## src/core/lscg_consts.vh

```
// constants of the line-scan acquisition gate
`ifndef LSCG_CONSTS_VH
`define LSCG_CONSTS_VH
// register byte offsets
`define LSCG_A_CTRL     8'h00
`define LSCG_A_CMD      8'h04
`define LSCG_A_SCANLEN  8'h08
`define LSCG_A_BUFLINES 8'h0c
`define LSCG_A_DIVN     8'h10
`define LSCG_A_RMUL     8'h14
`define LSCG_A_RDIV     8'h18
`define LSCG_A_STATUS   8'h1c
`define LSCG_A_LINECNT  8'h20
// control fields
`define LSCG_C_BSEL     1:0
`define LSCG_C_FSEL     3:2
`define LSCG_C_FLIP     4
`define LSCG_C_METH     5
`define LSCG_C_W        6
// command bits
`define LSCG_K_ACQ_BEG  0
`define LSCG_K_ACQ_END  1
`define LSCG_K_SW_BEG   2
`define LSCG_K_SW_FIN   3
`define LSCG_K_W        4
// status fields
`define LSCG_S_STATE    1:0
`define LSCG_S_SCAN     2
`define LSCG_S_FPEND    3
`define LSCG_S_USED     16
// begin source codes
`define LSCG_B_IMMED    2'h0
`define LSCG_B_SW       2'h1
`define LSCG_B_LINE_INPUT_ONE     2'h2
`define LSCG_B_LINE_INPUT_TWO     2'h3
// finish source codes
`define LSCG_F_SW       2'h0
`define LSCG_F_LEN      2'h1
`define LSCG_F_LINE_INPUT_ONE     2'h2
`define LSCG_F_LINE_INPUT_TWO     2'h3
// reset values
`define LSCG_R_CTRL     6'h00
`define LSCG_R_SCANLEN  16'h0001
`define LSCG_R_BUFLINES 16'h0010
`define LSCG_R_DIVN     16'h0001
`define LSCG_R_RATIO    16'h0001
`endif

```

## src/core/lscg_gate.v

```verilog
// line-scan acquisition gate: scan control, buffer filling, triggers
`timescale 1ns/100ps
`include "lscg_consts.vh"

// Behaviour
// - immediate source: scan at next line boundary
// - software-stop finish: close on software finish event or end request
// - triggered: begin request only arms start trigger
// - start event from software or selected input
// - start events ignored while scanning
// - gate opens at boundary after start event
// - length finish: close after count or request
// - variable: close next boundary, request closes now
// - finish event from software or selected input
// - finish events ignored while not scanning
// - first line at start of fresh buffer
// - flip layout: first line in last slot
// - lines never straddle buffers; an end request mid-line releases the cut line, counted as one line
// - full buffer released, continue in new one
// - end of scan releases last buffer at once
// - divider passes one of every N events
// - ratio converter 0.001..1000, exact average rate
// - encoder events turned into camera triggers
// - single output channel, latency under a line
module lscg_gate #(
    parameter DW = 32,
    parameter LW = 16
) (
    input  wire          pclk,
    input  wire          presetn,
    input  wire          psel,
    input  wire          penable,
    input  wire          pwrite,
    input  wire [7:0]    paddr,
    input  wire [31:0]   pwdata,
    output reg  [31:0]   prdata,
    output reg           pready,
    output reg           pslverr,
    input  wire          cam_line_start,
    input  wire          cam_valid,
    input  wire [DW-1:0] cam_data,
    input  wire          cam_line_end,
    input  wire          line_input_one,
    input  wire          line_input_two,
    input  wire          encoder_event,
    output reg           dma_valid,
    output reg  [DW-1:0] dma_data,
    output reg  [LW-1:0] dma_line_slot,
    output reg           dma_buf_release,
    output reg  [LW-1:0] dma_buf_lines,
    output reg           cam_trigger,
    output reg           scan_active
);

    // scan states: idle, armed, waiting for a boundary, gate open
    localparam ST_IDLE  = 2'h0;
    localparam ST_ARMED = 2'h1;
    localparam ST_PEND  = 2'h2;
    localparam ST_SCAN  = 2'h3;

    ////////////////////////////////////////////////////////////////////
    // register file
    reg  [`LSCG_C_W-1:0] ctrl_r;
    reg  [LW-1:0]        scan_len_r;
    reg  [LW-1:0]        buf_lines_r;
    reg  [LW-1:0]        div_n_r;
    reg  [LW-1:0]        rmul_r;
    reg  [LW-1:0]        rdiv_r;
    reg  [`LSCG_K_W-1:0] cmd_r;
    reg  [1:0]           state_r;
    reg  [LW-1:0]        line_cnt_r;
    reg  [LW-1:0]        used_r;
    reg                  fin_pend_r;
    reg  [31:0]          rd_nxt;
    reg                  err_nxt;

    // bus phase decode and control fields
    wire                 acc_ph = psel & penable;
    wire                 wr_go  = acc_ph & pready & pwrite;
    wire [1:0]           bsel   = ctrl_r[`LSCG_C_BSEL];
    wire [1:0]           fsel   = ctrl_r[`LSCG_C_FSEL];
    wire                 flip   = ctrl_r[`LSCG_C_FLIP];

    // read mux and decode; unmapped offsets answer with an error
    always @* begin
        rd_nxt  = 32'h0;
        err_nxt = 1'b0;
        if (paddr == `LSCG_A_CTRL) begin
            rd_nxt[`LSCG_C_W-1:0] = ctrl_r;
        end else if (paddr == `LSCG_A_CMD) begin
            rd_nxt = 32'h0;
        end else if (paddr == `LSCG_A_SCANLEN) begin
            rd_nxt[LW-1:0] = scan_len_r;
        end else if (paddr == `LSCG_A_BUFLINES) begin
            rd_nxt[LW-1:0] = buf_lines_r;
        end else if (paddr == `LSCG_A_DIVN) begin
            rd_nxt[LW-1:0] = div_n_r;
        end else if (paddr == `LSCG_A_RMUL) begin
            rd_nxt[LW-1:0] = rmul_r;
        end else if (paddr == `LSCG_A_RDIV) begin
            rd_nxt[LW-1:0] = rdiv_r;
        end else if (paddr == `LSCG_A_STATUS) begin
            // state, flag, pending finish, lines used
            rd_nxt[`LSCG_S_STATE]      = state_r;
            rd_nxt[`LSCG_S_SCAN]       = scan_active;
            rd_nxt[`LSCG_S_FPEND]      = fin_pend_r;
            rd_nxt[`LSCG_S_USED +: LW] = used_r;
        end else if (paddr == `LSCG_A_LINECNT) begin
            rd_nxt[LW-1:0] = line_cnt_r;
        end else begin
            err_nxt = 1'b1;
        end
    end

    // one wait state: pready rises in the second access cycle
    always @(posedge pclk or negedge presetn) begin
        if (!presetn) begin
            pready  <= 1'b0;
            prdata  <= 32'h0;
            pslverr <= 1'b0;
        end else begin
            pready  <= acc_ph & ~pready;
            prdata  <= (acc_ph & ~pready & ~pwrite) ? rd_nxt : 32'h0;
            pslverr <= acc_ph & ~pready & err_nxt;
        end
    end

    // writes land at the edge where pready is seen high
    always @(posedge pclk or negedge presetn) begin
        if (!presetn) begin
            ctrl_r      <= `LSCG_R_CTRL;
            scan_len_r  <= `LSCG_R_SCANLEN;
            buf_lines_r <= `LSCG_R_BUFLINES;
            div_n_r     <= `LSCG_R_DIVN;
            rmul_r      <= `LSCG_R_RATIO;
            rdiv_r      <= `LSCG_R_RATIO;
        end else begin
            if (wr_go && !err_nxt) begin
                if (paddr == `LSCG_A_CTRL)
                    ctrl_r <= pwdata[`LSCG_C_W-1:0];
                else if (paddr == `LSCG_A_SCANLEN)
                    scan_len_r <= pwdata[LW-1:0];
                else if (paddr == `LSCG_A_BUFLINES)
                    buf_lines_r <= pwdata[LW-1:0];
                else if (paddr == `LSCG_A_DIVN)
                    div_n_r <= pwdata[LW-1:0];
                else if (paddr == `LSCG_A_RMUL)
                    rmul_r <= pwdata[LW-1:0];
                else if (paddr == `LSCG_A_RDIV)
                    rdiv_r <= pwdata[LW-1:0];
            end
        end
    end

    // command pulses live for one clock, then act on the next edge
    always @(posedge pclk or negedge presetn) begin
        if (!presetn) begin
            cmd_r <= {`LSCG_K_W{1'b0}};
        end else if (wr_go && paddr == `LSCG_A_CMD) begin
            cmd_r <= pwdata[`LSCG_K_W-1:0];
        end else begin
            cmd_r <= {`LSCG_K_W{1'b0}};
        end
    end

    ////////////////////////////////////////////////////////////////////
    // scan control
    // command bits, each a one-clock pulse
    wire acq_beg = cmd_r[`LSCG_K_ACQ_BEG];
    wire acq_end = cmd_r[`LSCG_K_ACQ_END];
    wire sw_beg  = cmd_r[`LSCG_K_SW_BEG];
    wire sw_fin  = cmd_r[`LSCG_K_SW_FIN];

    // valid start and finish events
    wire beg_ev = sw_beg
                | (bsel == `LSCG_B_LINE_INPUT_ONE && line_input_one)
                | (bsel == `LSCG_B_LINE_INPUT_TWO && line_input_two);
    wire fin_ev = (fsel != `LSCG_F_LEN && sw_fin)
                | (fsel == `LSCG_F_LINE_INPUT_ONE && line_input_one)
                | (fsel == `LSCG_F_LINE_INPUT_TWO && line_input_two);

    // length reached once the counted line is the programmed last;
    // a length of zero behaves as one
    wire len_done = (fsel == `LSCG_F_LEN) &&
                    (line_cnt_r >= scan_len_r);
    // boundary close: pending finish event or length complete
    wire bnd_close = cam_line_start && (fin_pend_r || len_done);
    wire close_now = (state_r == ST_SCAN) && (acq_end || bnd_close);
    // after a boundary close a triggered scan re-arms
    wire rearm = (bsel != `LSCG_B_IMMED) && !acq_end;

    // scan state machine; the scan flag follows the gate
    always @(posedge pclk or negedge presetn) begin
        if (!presetn) begin
            state_r     <= ST_IDLE;
            scan_active <= 1'b0;
            fin_pend_r  <= 1'b0;
            line_cnt_r  <= {LW{1'b0}};
        end else begin
            case (state_r)
                ST_IDLE: begin
                    if (acq_beg) begin
                        if (bsel == `LSCG_B_IMMED)
                            state_r <= ST_PEND;
                        else
                            state_r <= ST_ARMED;
                    end
                end
                ST_ARMED: begin
                    if (acq_end)
                        state_r <= ST_IDLE;
                    else if (beg_ev)
                        state_r <= ST_PEND;
                end
                ST_PEND: begin
                    if (acq_end) begin
                        state_r <= ST_IDLE;
                    end else if (cam_line_start) begin
                        state_r     <= ST_SCAN;
                        scan_active <= 1'b1;
                        line_cnt_r  <= {{(LW-1){1'b0}}, 1'b1};
                        fin_pend_r  <= 1'b0;
                    end
                end
                ST_SCAN: begin
                    // start events fall through unseen here
                    if (close_now) begin
                        state_r     <= rearm ? ST_ARMED : ST_IDLE;
                        scan_active <= 1'b0;
                        fin_pend_r  <= 1'b0;
                    end else begin
                        if (fin_ev)
                            fin_pend_r <= 1'b1;
                        if (cam_line_start)
                            line_cnt_r <= line_cnt_r + 1'b1;
                    end
                end
                default: state_r <= ST_IDLE;
            endcase
            // finish events outside a scan are dropped: the pending
            // flag is only ever set in the scan state
        end
    end

    ////////////////////////////////////////////////////////////////////
    // line data path and buffer filling
    // buffer slot bookkeeping
    reg           in_line_r;
    reg  [LW-1:0] slot_r;
    wire          gate_line  = (state_r == ST_SCAN) && !close_now;
    wire [LW-1:0] last_slot  = buf_lines_r - 1'b1;
    wire          buf_full   = (used_r + 1'b1) >= buf_lines_r;
    // flip layout fills a buffer from its last slot downwards
    wire [LW-1:0] first_slot = flip ? last_slot : {LW{1'b0}};
    // a line is taken only if its start lies inside the gate; its
    // first word comes with the start pulse and is taken at once
    wire          take_line  = cam_line_start &&
                               (gate_line || state_r == ST_PEND);
    wire          word_in    = cam_line_start ? take_line : in_line_r;
    // the opening line must not inherit the slot of the last scan
    wire [LW-1:0] cur_slot   = (state_r == ST_PEND) ? first_slot : slot_r;

    // line window: open from a taken start to the line's end
    always @(posedge pclk or negedge presetn) begin
        if (!presetn) begin
            in_line_r <= 1'b0;
        end else begin
            if (cam_line_start)
                in_line_r <= take_line;
            else if (cam_line_end || close_now)
                in_line_r <= 1'b0;
        end
    end

    // single channel, one register of latency
    always @(posedge pclk or negedge presetn) begin
        if (!presetn) begin
            dma_valid     <= 1'b0;
            dma_data      <= {DW{1'b0}};
            dma_line_slot <= {LW{1'b0}};
        end else begin
            dma_valid <= 1'b0;
            if (word_in && cam_valid) begin
                dma_valid     <= 1'b1;
                dma_data      <= cam_data;
                dma_line_slot <= cur_slot;
            end
        end
    end

    // buffer accounting; a line counts once its end is seen
    always @(posedge pclk or negedge presetn) begin
        if (!presetn) begin
            slot_r          <= {LW{1'b0}};
            used_r          <= {LW{1'b0}};
            dma_buf_release <= 1'b0;
            dma_buf_lines   <= {LW{1'b0}};
        end else begin
            dma_buf_release <= 1'b0;
            if (state_r == ST_PEND && cam_line_start) begin
                // fresh buffer for the first line
                slot_r <= first_slot;
                used_r <= {LW{1'b0}};
            end
            if (close_now) begin
                // partial buffer goes out at once
                dma_buf_release <= 1'b1;
                dma_buf_lines   <= used_r + (in_line_r ? 1'b1 : 1'b0);
                used_r          <= {LW{1'b0}};
            end else if (in_line_r && cam_line_end) begin
                // lines never straddle two buffers
                if (buf_full) begin
                    dma_buf_release <= 1'b1;
                    dma_buf_lines   <= buf_lines_r;
                    used_r          <= {LW{1'b0}};
                    slot_r          <= first_slot;
                end else begin
                    used_r <= used_r + 1'b1;
                    slot_r <= flip ? slot_r - 1'b1 : slot_r + 1'b1;
                end
            end
        end
    end

    ////////////////////////////////////////////////////////////////////
    // encoder to camera trigger conversion
    reg [LW-1:0]   div_cnt_r;
    reg [2*LW:0]   racc_r;
    wire           div_hit = (div_cnt_r + 1'b1) >= div_n_r;
    wire [2*LW:0]  racc_add = racc_r +
                   (encoder_event ? {{(LW+1){1'b0}}, rmul_r}
                                  : {(2*LW+1){1'b0}});
    wire           r_emit = racc_add >= {{(LW+1){1'b0}}, rdiv_r} &&
                            rdiv_r != {LW{1'b0}};

    // divider: one of N incoming events, N of zero acts as one
    always @(posedge pclk or negedge presetn) begin
        if (!presetn) begin
            div_cnt_r <= {LW{1'b0}};
        end else if (encoder_event) begin
            if (div_hit)
                div_cnt_r <= {LW{1'b0}};
            else
                div_cnt_r <= div_cnt_r + 1'b1;
        end
    end

    // ratio: the remainder stays in the accumulator, so the average
    // rate is exact; one trigger per clock, bursts are spread later
    always @(posedge pclk or negedge presetn) begin
        if (!presetn) begin
            racc_r <= {(2*LW+1){1'b0}};
        end else begin
            if (r_emit)
                racc_r <= racc_add - {{(LW+1){1'b0}}, rdiv_r};
            else
                racc_r <= racc_add;
        end
    end

    // trigger output, chosen by the cycle method bit
    always @(posedge pclk or negedge presetn) begin
        if (!presetn) begin
            cam_trigger <= 1'b0;
        end else begin
            if (ctrl_r[`LSCG_C_METH])
                cam_trigger <= r_emit;
            else
                cam_trigger <= encoder_event && div_hit;
        end
    end

endmodule // lscg_gate

```

## config.mk

```make
export PLATFORM = sky130hd
export DESIGN_NAME = lscg_gate
export DESIGN_NICKNAME = d
export VERILOG_FILES = /design/src/core/lscg_gate.v
export VERILOG_INCLUDE_DIRS = /design/src /design/src/core
export SDC_FILE = /design/constraint.sdc
export NUM_CORES = 1
export LEC_CHECK = 0
export BUFFER_PORTS_ARGS = -buffer_cell sky130_fd_sc_hd__buf_4
export CAP_MARGIN = 15
export CELL_PAD_IN_SITES_DETAIL_PLACEMENT = 0
export CELL_PAD_IN_SITES_GLOBAL_PLACEMENT = 2
export CORE_AREA = 2 2 231 233
export DETAILED_ROUTE_END_ITERATION = 16
export DIE_AREA = 0 0 233 235
export GPL_TIMING_DRIVEN = 0
export PLACE_DENSITY_LB_ADDON = 0.05
export SLEW_MARGIN = 30
export SYNTH_ARGS = -nofsm -noshare
export SYNTH_HDL_FRONTEND = slang
export SYNTH_SLANG_ARGS = --single-unit
```

## constraint.sdc

```tcl
create_clock -name pclk -period 5.2 [get_ports pclk]
set_clock_uncertainty 0.2 [all_clocks]
set_input_delay 0.26 -clock pclk [delete_from_list [all_inputs] [get_ports pclk]]
set_output_delay 0.26 -clock pclk [all_outputs]
set_load 0.02 [all_outputs]
```

==> results of run 1 <==
==> area by class of cell <==
| class | count | area (µm²) |
|---|---|---|
| antenna | 1 | 2.502 |
| buffer | 85 | 336.6 |
| clock buffer | 51 | 1071 |
| clock inverter | 14 | 207.7 |
| fill | 5173 | 30040 |
| inverter | 98 | 367.9 |
| multi-input combinational | 1472 | 9836 |
| sequential | 293 | 7338 |
| tap | 688 | 860.8 |
| timing repair buffer | 256 | 2175 |
==> through the flow <==
step                      hold slack [ps]  power [mW]  worst slack (ps)
after floorplan                    -235.6       3.310             228.3
after detailed placement           -7.766       3.783             -1326
final                               37.53       6.585             157.7
after global routing                55.67       6.914            -69.33
after CTS                           2.957       6.641             4.491
after global placement              250.8       3.759             -1379
==> worst max-delay path, stage by stage, from the launching register on <==
cell,delay [ps]
dfstp_2,390
and2_4,170
ha_4,170
fa_2,390
a211oi_4,290
o21ai_4,110
a31o_4,240
o21a_1,180
nor2_2,120
xnor2_2,90
ha_1,330
buf_4,140
nand4_1,190
nor4_4,300
nand3_1,180
nand4b_1,230
o41ai_4,110
buf_6,150
or4_4,540
buf_6,160
nor4_4,160
xnor2_1,150
==> power breakdown <==
group          switching [mW]  internal (mW)  total, mW
registers               0.149           2.45       2.60
clock network            1.07           1.69       2.76
logic                   0.721          0.505       1.23
total                    1.94           4.64       6.59
==> cells by family (layout without fill, tap and decap cells) <==
kind of cell    count (synthesis)  after routing
flops                         293            293
mux                            84             84
other cells                     0              1
fa+ha+maj                     103            103
xor+xnor                      132            132
compound gates                456            456
buf+inv                       183            504
simple gates                  697            697
==> layer usage <==
metal / part of all wire (%) / routed length (µm)
met1: 44 / 26870
met2: 49 / 29970
met3: 3.7 / 2261
met4: 3.8 / 2321
met5: 0 / 0
==> final timing paths <==
| check | startpoint | endpoint | slack [ps] | depth (start not counted) |
|---|---|---|---|---|
| worst max-delay path | rmul_r[0] | racc_r[32] | 160 | 21 |
| max in group asynchronous | presetn | used_r[0] | 3140 | 4 |
| worst min-delay path | line_input_two | fin_pend_r | 40 | 5 |
| worst max register to register | rmul_r[0] | racc_r[32] | 160 | 21 |
| worst min register to register | dma_data[9] | dma_data[9] | 270 | 2 |
| min in group asynchronous | presetn | used_r[10] | 540 | 3 |
==> repair_timing <==
action	in CTS	in global routing
buffers inserted	11	15
gates resized for setup	29	38
endpoints found under the setup margin	34	53
pin swaps	15	30
hold buffers	57	1
hold endpoints to repair	283	1
==> layout by cell type, fill, tap and decap left out, types with 11 or more instances in the layout <==
master,instances
o22ai_1,11
nor2_1,145
dlygate4sd3_1,58
a21oi_1,107
nand2b_1,15
nand3_1,52
a31oi_1,11
nor2b_1,21
nand2_1,284
and3_1,16
a211oi_1,16
clkbuf_16,39
and2_1,39
a22o_1,18
xnor2_1,78
mux2i_1,41
a221oi_1,14
ha_1,90
clkbuf_1,76
o21ai_0,150
nand4_1,28
inv_1,96
mux2_2,43
buf_4,190
xor2_1,50
o21ai_1,11
nor3_1,27
dfrtp_1,288
a21o_1,31
==> reports/metrics.csv, run 1 <==
metric;value;unit
status;finished, final reports clean;
mux share of post-synthesis cell area;5.098;%
Peak VDD IR;0.0001678;V
CTS tree;built;
worst-margin pin slew;974.9;ps
commonest cells in the netlist;dfrtp_1 (288), nand2_1 (284), o21ai_0 (155), nor2_1 (149), a21oi_1 (112);
Mapped Cells;1948;
max cap viols;0;
max FFs per register;33;
syn nets;2134;
layout cells sized above 1;17.14;%
Yosys top cell by area;dfrtp_1;
number of global-route vias before repair;15280;
critical path type;reg -> reg;
Critical Path Sink Type;register;
Peak Freq;198.3;MHz
die footprint;54760;µm²
top_reg_cell synth;dfrtp_1;
largest net degree at the start of global routing;72;
met1 GRT Util;29.24;%
root buffer cell;clkbuf_16;
global-route wire length before repair;94.23;mm
initial core utilization;33.59;%
Post-route DRC;0;
Layout Cells excl Fill;2958;
DR vias;15280;
xor and xnor area share after synthesis;6.588;%
height of the die;235;µm
Worst Path Max Fanout;4;
drt total wl;61.42;mm
routability cong.;0.8576;
grt met2 use;38.14;%
Die W;233;µm
top area cells in the synthesized netlist;dfrtp_1 (41%), ha_1 (7.1%), nand2_1 (6.1%);
fin. max-slew vios;0;
clk slew on worst S/H paths;60;ps
synthesized flop and latch total;293;
Via-to-Cell Ratio;5.165;
number of I/O pins;185;
Synth Area in Simple Gates;18.64;%
CTS max path bufs;3;
Placed Area;19810;µm²
Cell variety after synth;85;
Required @ worst endpoint;5480;ps
H-tree levels;2;
Tot GR Track Use;22.52;%
Final Cycle Share;96.97;%
finished layout cell area;22200;µm²
PwrDens;296.7;nW/µm²
IO Port Bufs;167;
Area Growth Syn to Fin;26.48;%
met3 Usage GRT;3.010;%
Compound-Gate Fraction of Synth Area;16.41;%
Post-synth EDFFs;0;
endpoints failing setup;0;
Min-Delay Path Class;in -> reg;
DR iter-0 viols;1079;
Worst setup SP type;register;
largest family of logic cells by synthesized area;simple AND/OR/NAND/NOR gates;
Seq/Total Area, Yosys;41.82;%
Arrival @ worst endpoint;5320;ps
total CTS buffers;38;
initial antenna violation count;1;
YS warnings;0;
biggest regs;racc_r (33), dma_data (32), prdata (32);
post-route ant nets;0;
number of iterations in the first detailed-routing pass;5;
row count;84;
HPWL Detailed;46.59;mm
Avg Cell Area, Syn;9.008;µm²
Final Util;42.49;%
adder-cell share of the synthesized area;7.472;%
Core Box Area;52240;µm²
Routed wire per std cell;20.76;µm
Placed Cells;2808;
Reg with most FFs;racc_r;
CTS sink cnt;293;
Rel. slew slack;34.72;%
TNS Setup;0;ps
layer with the highest usage;met2;
Yosys top cell area share;41.07;%
remaining global-route overflow;0;
fin crit period;5042;ps
final hold viol count;0;
Nets;2430;
mapped cell area;17550;µm²
asr flop ratio synth;100.0;%
most frequent cell after synthesis;dfrtp_1;
Leakage Power;10.34;nW
Worst-Skew Late Latency;570;ps
Note: power is estimated with default switching activity, not from simulation.
==> inputs of run 2 (changes only) <==
--- a/config.mk
+++ b/config.mk
@@ -6,13 +6,14 @@
 export SDC_FILE = /design/constraint.sdc
 export NUM_CORES = 1
 export LEC_CHECK = 0
+export ABC_AREA = 1
 export BUFFER_PORTS_ARGS = -buffer_cell sky130_fd_sc_hd__buf_4
 export CAP_MARGIN = 15
 export CELL_PAD_IN_SITES_DETAIL_PLACEMENT = 0
 export CELL_PAD_IN_SITES_GLOBAL_PLACEMENT = 2
-export CORE_AREA = 2 2 231 233
+export CORE_AREA = 2 2 254 256
 export DETAILED_ROUTE_END_ITERATION = 16
-export DIE_AREA = 0 0 233 235
+export DIE_AREA = 0 0 256 258
 export GPL_TIMING_DRIVEN = 0
 export PLACE_DENSITY_LB_ADDON = 0.05
 export SLEW_MARGIN = 30
==> run 2 against run 1 <==
  * Critical endpoint is now racc_r[28]
  * Critical path type unchanged
  * Cell area up 7.5%
  * Sequential share of layout area down 2.3 points
  * Clock-buffer cell count up 2
  * Worst hold slack worse by 14 ps
  * Die area up 21%
  * Clock power up 2%
  * Largest power group is now combinational cells
  * Cell count up 32%
==> reports/metrics.csv, run 2 <==
metric;value;unit;change
status;finished, final reports clean;;unchanged
Via-to-Cell Ratio;4.862;;was 5.165
switching pwr;3.500;mW;was 1.942 mW
commonest non-fill, non-tap cell in the layout;nand2_1;;was dfrtp_1
Hold EP;cmd_r[3];;was fin_pend_r
commonest cells in the netlist;nand2_1 (795), inv_1 (351), dfrtp_1 (288), o21ai_0 (233), nand3_1 (213);;was dfrtp_1 (288), nand2_1 (284), o21ai_0 (155), nor2_1 (149), a21oi_1 (112)
Placed Cells;3773;;was 2,808
Peak VDD IR;0.0001936;V;was 0.0001678 V
unrepaired setup endpoints after global routing;false;;
die footprint;66050;µm²;was 54,760 µm²
asr flop ratio synth;100.0;%;unchanged
Layout Cells excl Fill;3902;;was 2,958
CTS sink cnt;293;;unchanged
critical path type;reg -> reg;;unchanged
min-delay src;pwrite;;was line_input_two
reg-to-reg setup timing slack;470;ps;was 160 ps
clk slew on worst S/H paths;60;ps;about the same
post-route ant nets;0;;unchanged
max FFs per register;33;;unchanged
Post-route DRC;0;;unchanged
initial core utilization;30.63;%;was 33.59%
Reg2Reg Launch Point;rmul_r[0];;unchanged
Peak Freq;211.6;MHz;was 198.3 MHz
top_reg_cell synth;dfrtp_1;;unchanged
Final Util;37.49;%;was 42.49%
switch share;39.72;%;was 29.48%
TNS Setup;0;ps;unchanged
Core Box Area;63650;µm²;was 52,240 µm²
max cap viols;0;;unchanged
number of I/O pins;185;;unchanged
largest net degree at the start of global routing;82;;was 72
Reg2Reg Capture Point;racc_r[28];;was racc_r[32]
Worst Path Max Fanout;10;;was 4
post-route setup slack;473.9;ps;was 157.7 ps
Critical Path Sink Type;register;;unchanged
Routed wire per std cell;19.45;µm;was 20.76 µm
R2R depth;26;;was 21
Hold Path Depth;5;;unchanged
Worst-Skew Late Latency;580;ps;was 570 ps
row count;93;;was 84
syn nets;2933;;was 2,134
most frequent cell after synthesis;nand2_1;;was dfrtp_1
Yosys top cell by area;dfrtp_1;;unchanged
total CTS buffers;40;;was 38
Mapped Cells;2747;;was 1,948
root buffer cell;clkbuf_16;;unchanged
Clk pwr share;31.9;%;was 41.9%
CTS max path bufs;3;;unchanged
Final Cycle Share;90.89;%;was 96.97%
Worst setup SP type;register;;unchanged
DR vias;18970;;was 15,280
Yosys top cell area share;36.96;%;was 41.07%
CTS tree;built;;unchanged
biggest regs;racc_r (33), dma_data (32), prdata (32);;unchanged
global-route wire length before repair;115.8;mm;was 94.23 mm
final hold viol count;0;;unchanged
number of global-route vias before repair;19110;;was 15,280
Rel. slew slack;42.67;%;was 34.72%
height of the die;258;µm;was 235 µm
P_int;5.312;mW;was 4.644 mW
Tot GR Track Use;22.91;%;was 22.52%
Min-Delay Path Class;in -> reg;;unchanged
initial antenna violation count;1;;unchanged
Arrival @ worst endpoint;5010;ps;was 5320 ps
IO Port Bufs;167;;unchanged
Leakage Power;11.89;nW;was 10.34 nW
fin. max-slew vios;0;;unchanged
top area cells in the synthesized netlist;dfrtp_1 (37%), nand2_1 (15%), inv_1 (6.8%);;was dfrtp_1 (41%), ha_1 (7.1%), nand2_1 (6.1%)
Sequential Power Share;32.5;%;was 39.4%
Cell variety after synth;49;;was 85
DR iter-0 viols;1374;;was 1,079
remaining global-route overflow;0;;unchanged
layout cells sized above 1;10.73;%;was 17.14%
worst-margin pin slew;853.4;ps;was 974.9 ps
Die W;256;µm;was 233 µm
Seq/Total Area, Yosys;37.64;%;was 41.82%
routability cong.;0.8838;;was 0.8576
Reg with most FFs;racc_r;;unchanged
Nets;3204;;was 2,430
HPWL Detailed;60.35;mm;was 46.59 mm
synthesized flop and latch total;293;;unchanged
YS warnings;0;;unchanged
H-tree levels;2;;unchanged
post-placement worst setup slack;-147.6;ps;was -1326 ps
Post-synth EDFFs;0;;unchanged
PwrDens;369.3;nW/µm²;was 296.7 nW/µm²
Area Growth Syn to Fin;22.40;%;was 26.48%
fill count;6825;;was 5,173
number of iterations in the first detailed-routing pass;6;;was 5
most frequent cells in the layout;nand2_1 (795), inv_1 (351), dfrtp_1 (288), o21ai_0 (232), nand3_1 (213);;was dfrtp_1 (288), nand2_1 (284), buf_4 (190), o21ai_0 (150), nor2_1 (145)
fin crit period;4726;ps;was 5042 ps
Required @ worst endpoint;5480;ps;about the same
mapped cell area;19500;µm²;was 17,550 µm²
endpoints failing setup;0;;unchanged
diode count;0;;was 1
combinational power share;35.6;%;was 18.6%
Avg Cell Area, Syn;7.098;µm²;was 9.008 µm²
drt total wl;75.88;mm;was 61.42 mm
-- run 2: how the worst max path moves through the flow --
stage,to,slack (ps),startpoint
after detailed placement,racc_r[30],-150,encoder_event
final,racc_r[28],470,rmul_r[0]
after global placement,racc_r[30],-170,encoder_event
after global routing,div_cnt_r[7],10,div_cnt_r[2]
after floorplan,racc_r[25],1240,encoder_event
after CTS,racc_r[30],10,encoder_event
-- run 2: metrics by stage --
stage / cell area, µm² / total power, mW / hold slack, ps
2_1_floorplan: 19500 / 4.796 / -235.6
3_3_place_gp: 21820 / 5.991 / 258.4
3_5_place_dp: 21920 / 6.019 / 62.96
4_1_cts: 23850 / 8.938 / 1.900
5_1_grt: 23860 / 9.422 / 49.87
6_report: 23860 / 8.812 / 23.25
-- run 2: layout make-up --
class | count | area (µm²) | area share (%)
clock buffers | 53 | 1110 | 4.651
inverters | 367 | 1378 | 5.773
multi-input cells | 2001 | 10440 | 43.73
flip-flops and latches | 293 | 7338 | 30.75
repair buffers | 231 | 1952 | 8.179
plain buffers | 84 | 361.6 | 1.515
clock inverters | 18 | 219.0 | 0.9175
well taps | 855 | 1070 | 4.483
-- run 2: what timing repair did --
item                       4_1_cts  5_1_grt
resized for setup                0        5
setup endpoints to repair        0       36
buffers inserted                 0        0
hold endpoints to repair       280        0
hold buffers                    60        0
-- run 2: per-layer routing --
layer | wire, µm | vias up | global-route usage (%)
met5 | 0 | - | 0
met4 | 2234 | 0 | 7.066
met3 | 3175 | 103 | 2.896
met2 | 35100 | 394 | 38.15
met1 | 35370 | 9014 | 31.01
li1 | - | 9460 | -
-- run 2: power groups by stage --
stage          sequential [mW]  combinational, mW  clock, mW
6_report                  2.86               3.14       2.81
3_3_place_gp              2.89               3.10          0
2_1_floorplan             3.07               1.73          0
3_5_place_dp              2.90               3.12          0
4_1_cts                   2.86               3.18       2.90
5_1_grt                   2.90               3.54       2.98
-- run 2: critical path: stages, from the launching register on --
cell and delay (ps):
dfstp_2 560, nand2_1 90, inv_1 80, ha_1 260
fa_2 310, nand3_1 100, nand3_2 150, nand2_1 70
nand2_1 200, xor2_1 350, ha_1 360, nand2_1 100
nand2_1 60, a21oi_1 130, nor2_1 60, nor2_1 80
o21ai_1 160, nand2_1 130, nor2_1 70, inv_1 50
nand3_1 100, nor2_4 180, nand2_4 80, o21bai_4 290
buf_6 190, nand2_1 50, nand2_1 120
-- run 2: kinds of logic (layout without fill, tap and decap cells) --
logic type / after synthesis / after routing / synth area share (%)
compound gates: 443 / 443 / 12.58
xor+xnor: 94 / 94 / 4.223
fa+ha+maj: 103 / 103 / 6.725
buf+inv: 453 / 753 / 8.952
flops: 293 / 293 / 37.64
mux: 2 / 2 / 0.1027
simple gates: 1359 / 1359 / 29.78
==> inputs of run 3 (changes only) <==
--- a/config.mk
+++ b/config.mk
@@ -11,9 +11,10 @@
 export CAP_MARGIN = 15
 export CELL_PAD_IN_SITES_DETAIL_PLACEMENT = 0
 export CELL_PAD_IN_SITES_GLOBAL_PLACEMENT = 2
-export CORE_AREA = 2 2 254 256
+export CORE_AREA = 2 2 250 252
+export CTS_BUF_LIST = sky130_fd_sc_hd__clkbuf_8
 export DETAILED_ROUTE_END_ITERATION = 16
-export DIE_AREA = 0 0 256 258
+export DIE_AREA = 0 0 252 254
 export GPL_TIMING_DRIVEN = 0
 export PLACE_DENSITY_LB_ADDON = 0.05
 export SLEW_MARGIN = 30
==> run 3 against run 2 <==
  * Worst hold slack improved by 87 ps
  * Non-clock buffer count increased by 18
  * First-iteration DRC count decreased by 5.8%
  * Sequential power about the same
  * Wire length decreased by 0.94%
  * Clock-buffer cell count increased by 25
  * Clock power increased by 1%
  * Sequential cell count unchanged
  * Critical endpoint is now racc_r[30]
  * Highest routed layer unchanged
==> reports/metrics.csv, run 3 (same netlist as run 2, synthesis figures left out) <==
metric;value;unit;change
Register Area;7338;µm²;unchanged
critical path type;reg -> reg;;unchanged
post-route ant nets;0;;unchanged
initial antenna violation count;2;;was 1
biggest regs;racc_r (33), dma_data (32), prdata (32);;unchanged
Layout Cells excl Fill;3894;;was 3,902
drt total wl;75.17;mm;was 75.88 mm
Worst Path Buf+Inv;3;;unchanged
Peak Freq;209.9;MHz;was 211.6 MHz
Arrival @ worst endpoint;5140;ps;was 5010 ps
row count;91;;was 93
IO Port Bufs;167;;unchanged
number of global-route vias before repair;19270;;was 19,110
commonest non-fill, non-tap cell in the layout;nand2_1;;unchanged
Critical Path Sink Type;register;;unchanged
PwrDens;368.1;nW/µm²;was 369.3 nW/µm²
Via-to-Cell Ratio;4.944;;was 4.862
remaining global-route overflow;0;;unchanged
crit-path most repeated cell;nand2_1;;unchanged
worst-margin pin slew;911.6;ps;was 853.4 ps
fin crit period;4765;ps;was 4726 ps
clk slew on worst S/H paths;60;ps;about the same
routability cong.;0.8795;;was 0.8838
max FFs per register;33;;unchanged
unrepaired setup endpoints after global routing;false;;unchanged
Placed Cells;3709;;was 3,773
Reg with most FFs;racc_r;;unchanged
Tot GR Track Use;23.51;%;was 22.91%
fill count;6544;;was 6,825
Routed wire per std cell;19.30;µm;was 19.45 µm
Final Cycle Share;91.63;%;was 90.89%
Leakage Power;12.10;nW;was 11.89 nW
Critical-path top delay cell;dfstp_2;;unchanged
height of the die;254;µm;was 258 µm
HPWL Detailed;59.50;mm;was 60.35 mm
status;finished, final reports clean;;unchanged
Worst-Skew Late Latency;720;ps;was 580 ps
final hold viol count;0;;unchanged
cell family with the largest share of critical-path delay;simple AND/OR/NAND/NOR gates;;unchanged
max cap viols;0;;unchanged
fin. max-slew vios;0;;unchanged
initial core utilization;31.83;%;was 30.63%
CP max stage delay;550;ps;was 560 ps
Worst Path Max Fanout;10;;unchanged
total CTS buffers;60;;was 40
Die W;252;µm;was 256 µm
Post-route DRC;0;;unchanged
setup repair bufs after CTS;0;;unchanged
number of I/O pins;185;;unchanged
Required @ worst endpoint;5580;ps;was 5480 ps
number of iterations in the first detailed-routing pass;5;;was 6
Peak VDD IR;0.0002580;V;was 0.0001936 V
Nets;3242;;was 3,204
most frequent cells in the layout;nand2_1 (795), inv_1 (365), dfrtp_1 (288), o21ai_0 (232), nand3_1 (213);;was nand2_1 (795), inv_1 (351), dfrtp_1 (288), o21ai_0 (232), nand3_1 (213)
DR iter-0 viols;1294;;was 1,374
DR vias;19250;;was 18,970
Core Box Area;61260;µm²;was 63,650 µm²
H-tree levels;2;;unchanged
Rel. slew slack;38.76;%;was 42.67%
global-route wire length before repair;115.3;mm;was 115.8 mm
CTS sink cnt;293;;unchanged
Area Growth Syn to Fin;23.42;%;was 22.40%
Worst setup SP type;register;;unchanged
largest net degree at the start of global routing;78;;was 82
root buffer cell;clkbuf_8;;was clkbuf_16
CTS max path bufs;3;;unchanged
layout cells sized above 1;11.50;%;was 10.73%
endpoints failing setup;0;;unchanged
Multi-input gate area;10430;µm²;was 10,440 µm²
Min-Delay Path Class;in -> reg;;unchanged
CTS tree;built;;unchanged
die footprint;64010;µm²;was 66,050 µm²
Overall Power;8.858;mW;was 8.812 mW
TNS Setup;0;ps;unchanged
-- run 3: final timing paths --
kind                                start           end  slack [ps]  depth (start not counted)
max in group asynchronous         presetn    used_r[10]        3290                          4
min in group asynchronous         presetn       pslverr         530                          4
min                        line_input_one    state_r[1]         110                          6
max reg2reg                     rmul_r[0]    racc_r[30]         440                         26
max                             rmul_r[0]    racc_r[30]         440                         26
min reg2reg                  dma_data[12]  dma_data[12]         270                          2
-- run 3: layout make-up --
class                   count  share of cell area, %
well taps                 790                  4.108
plain buffers              85                  1.513
inverters                 367                  5.740
multi-input cells        2001                  43.34
diodes                      1                0.01040
flip-flops and latches    293                  30.50
clock inverters            31                  1.435
clock buffers              78                  4.461
repair buffers            248                  8.891
-- run 3: where the power goes --
group	total (mW)	switching, mW	internal (mW)
clock network	2.85	1.15	1.70
registers	2.86	0.255	2.60
logic	3.15	2.10	1.05
total	8.86	3.50	5.35
-- run 3: stage by stage --
stage               worst slack, ps  utilization [%]  hold WS [ps]  instance area [µm²]
floorplan                      1239                -        -235.6                19500
global placement             -188.9            35.49         254.6                21740
detailed placement           -208.3            35.70        -107.9                21870
CTS                           79.62            39.26         59.15                24050
global route                  5.783            39.28         114.6                24060
finish                        435.4            39.28         110.7                24060
-- run 3: timing repair --
item	4_1_cts	5_1_grt
gates resized for setup	0	4
hold buffers	76	0
endpoints found under the setup margin	0	35
endpoints found under the hold margin	457	0
-- run 3: metal layers --
layer	track usage [%]	wire length (µm)	up-vias
met1	32.18	35440	9163
met4	5.968	1712	0
met3	2.622	3050	109
met5	0	0	-
li1	-	-	9543
met2	39.48	34970	436
-- run 3: worst register-to-register path, delay by kind of cell, from the launching register on --
family	cells	cell delay, ps
and+or+nand+nor	16	1600
adders and majority gates	3	950
AOI/OAI and AO/OA	3	580
DFF	1	550
xor gates and xnor gates	1	390
buffers and inverters	3	330
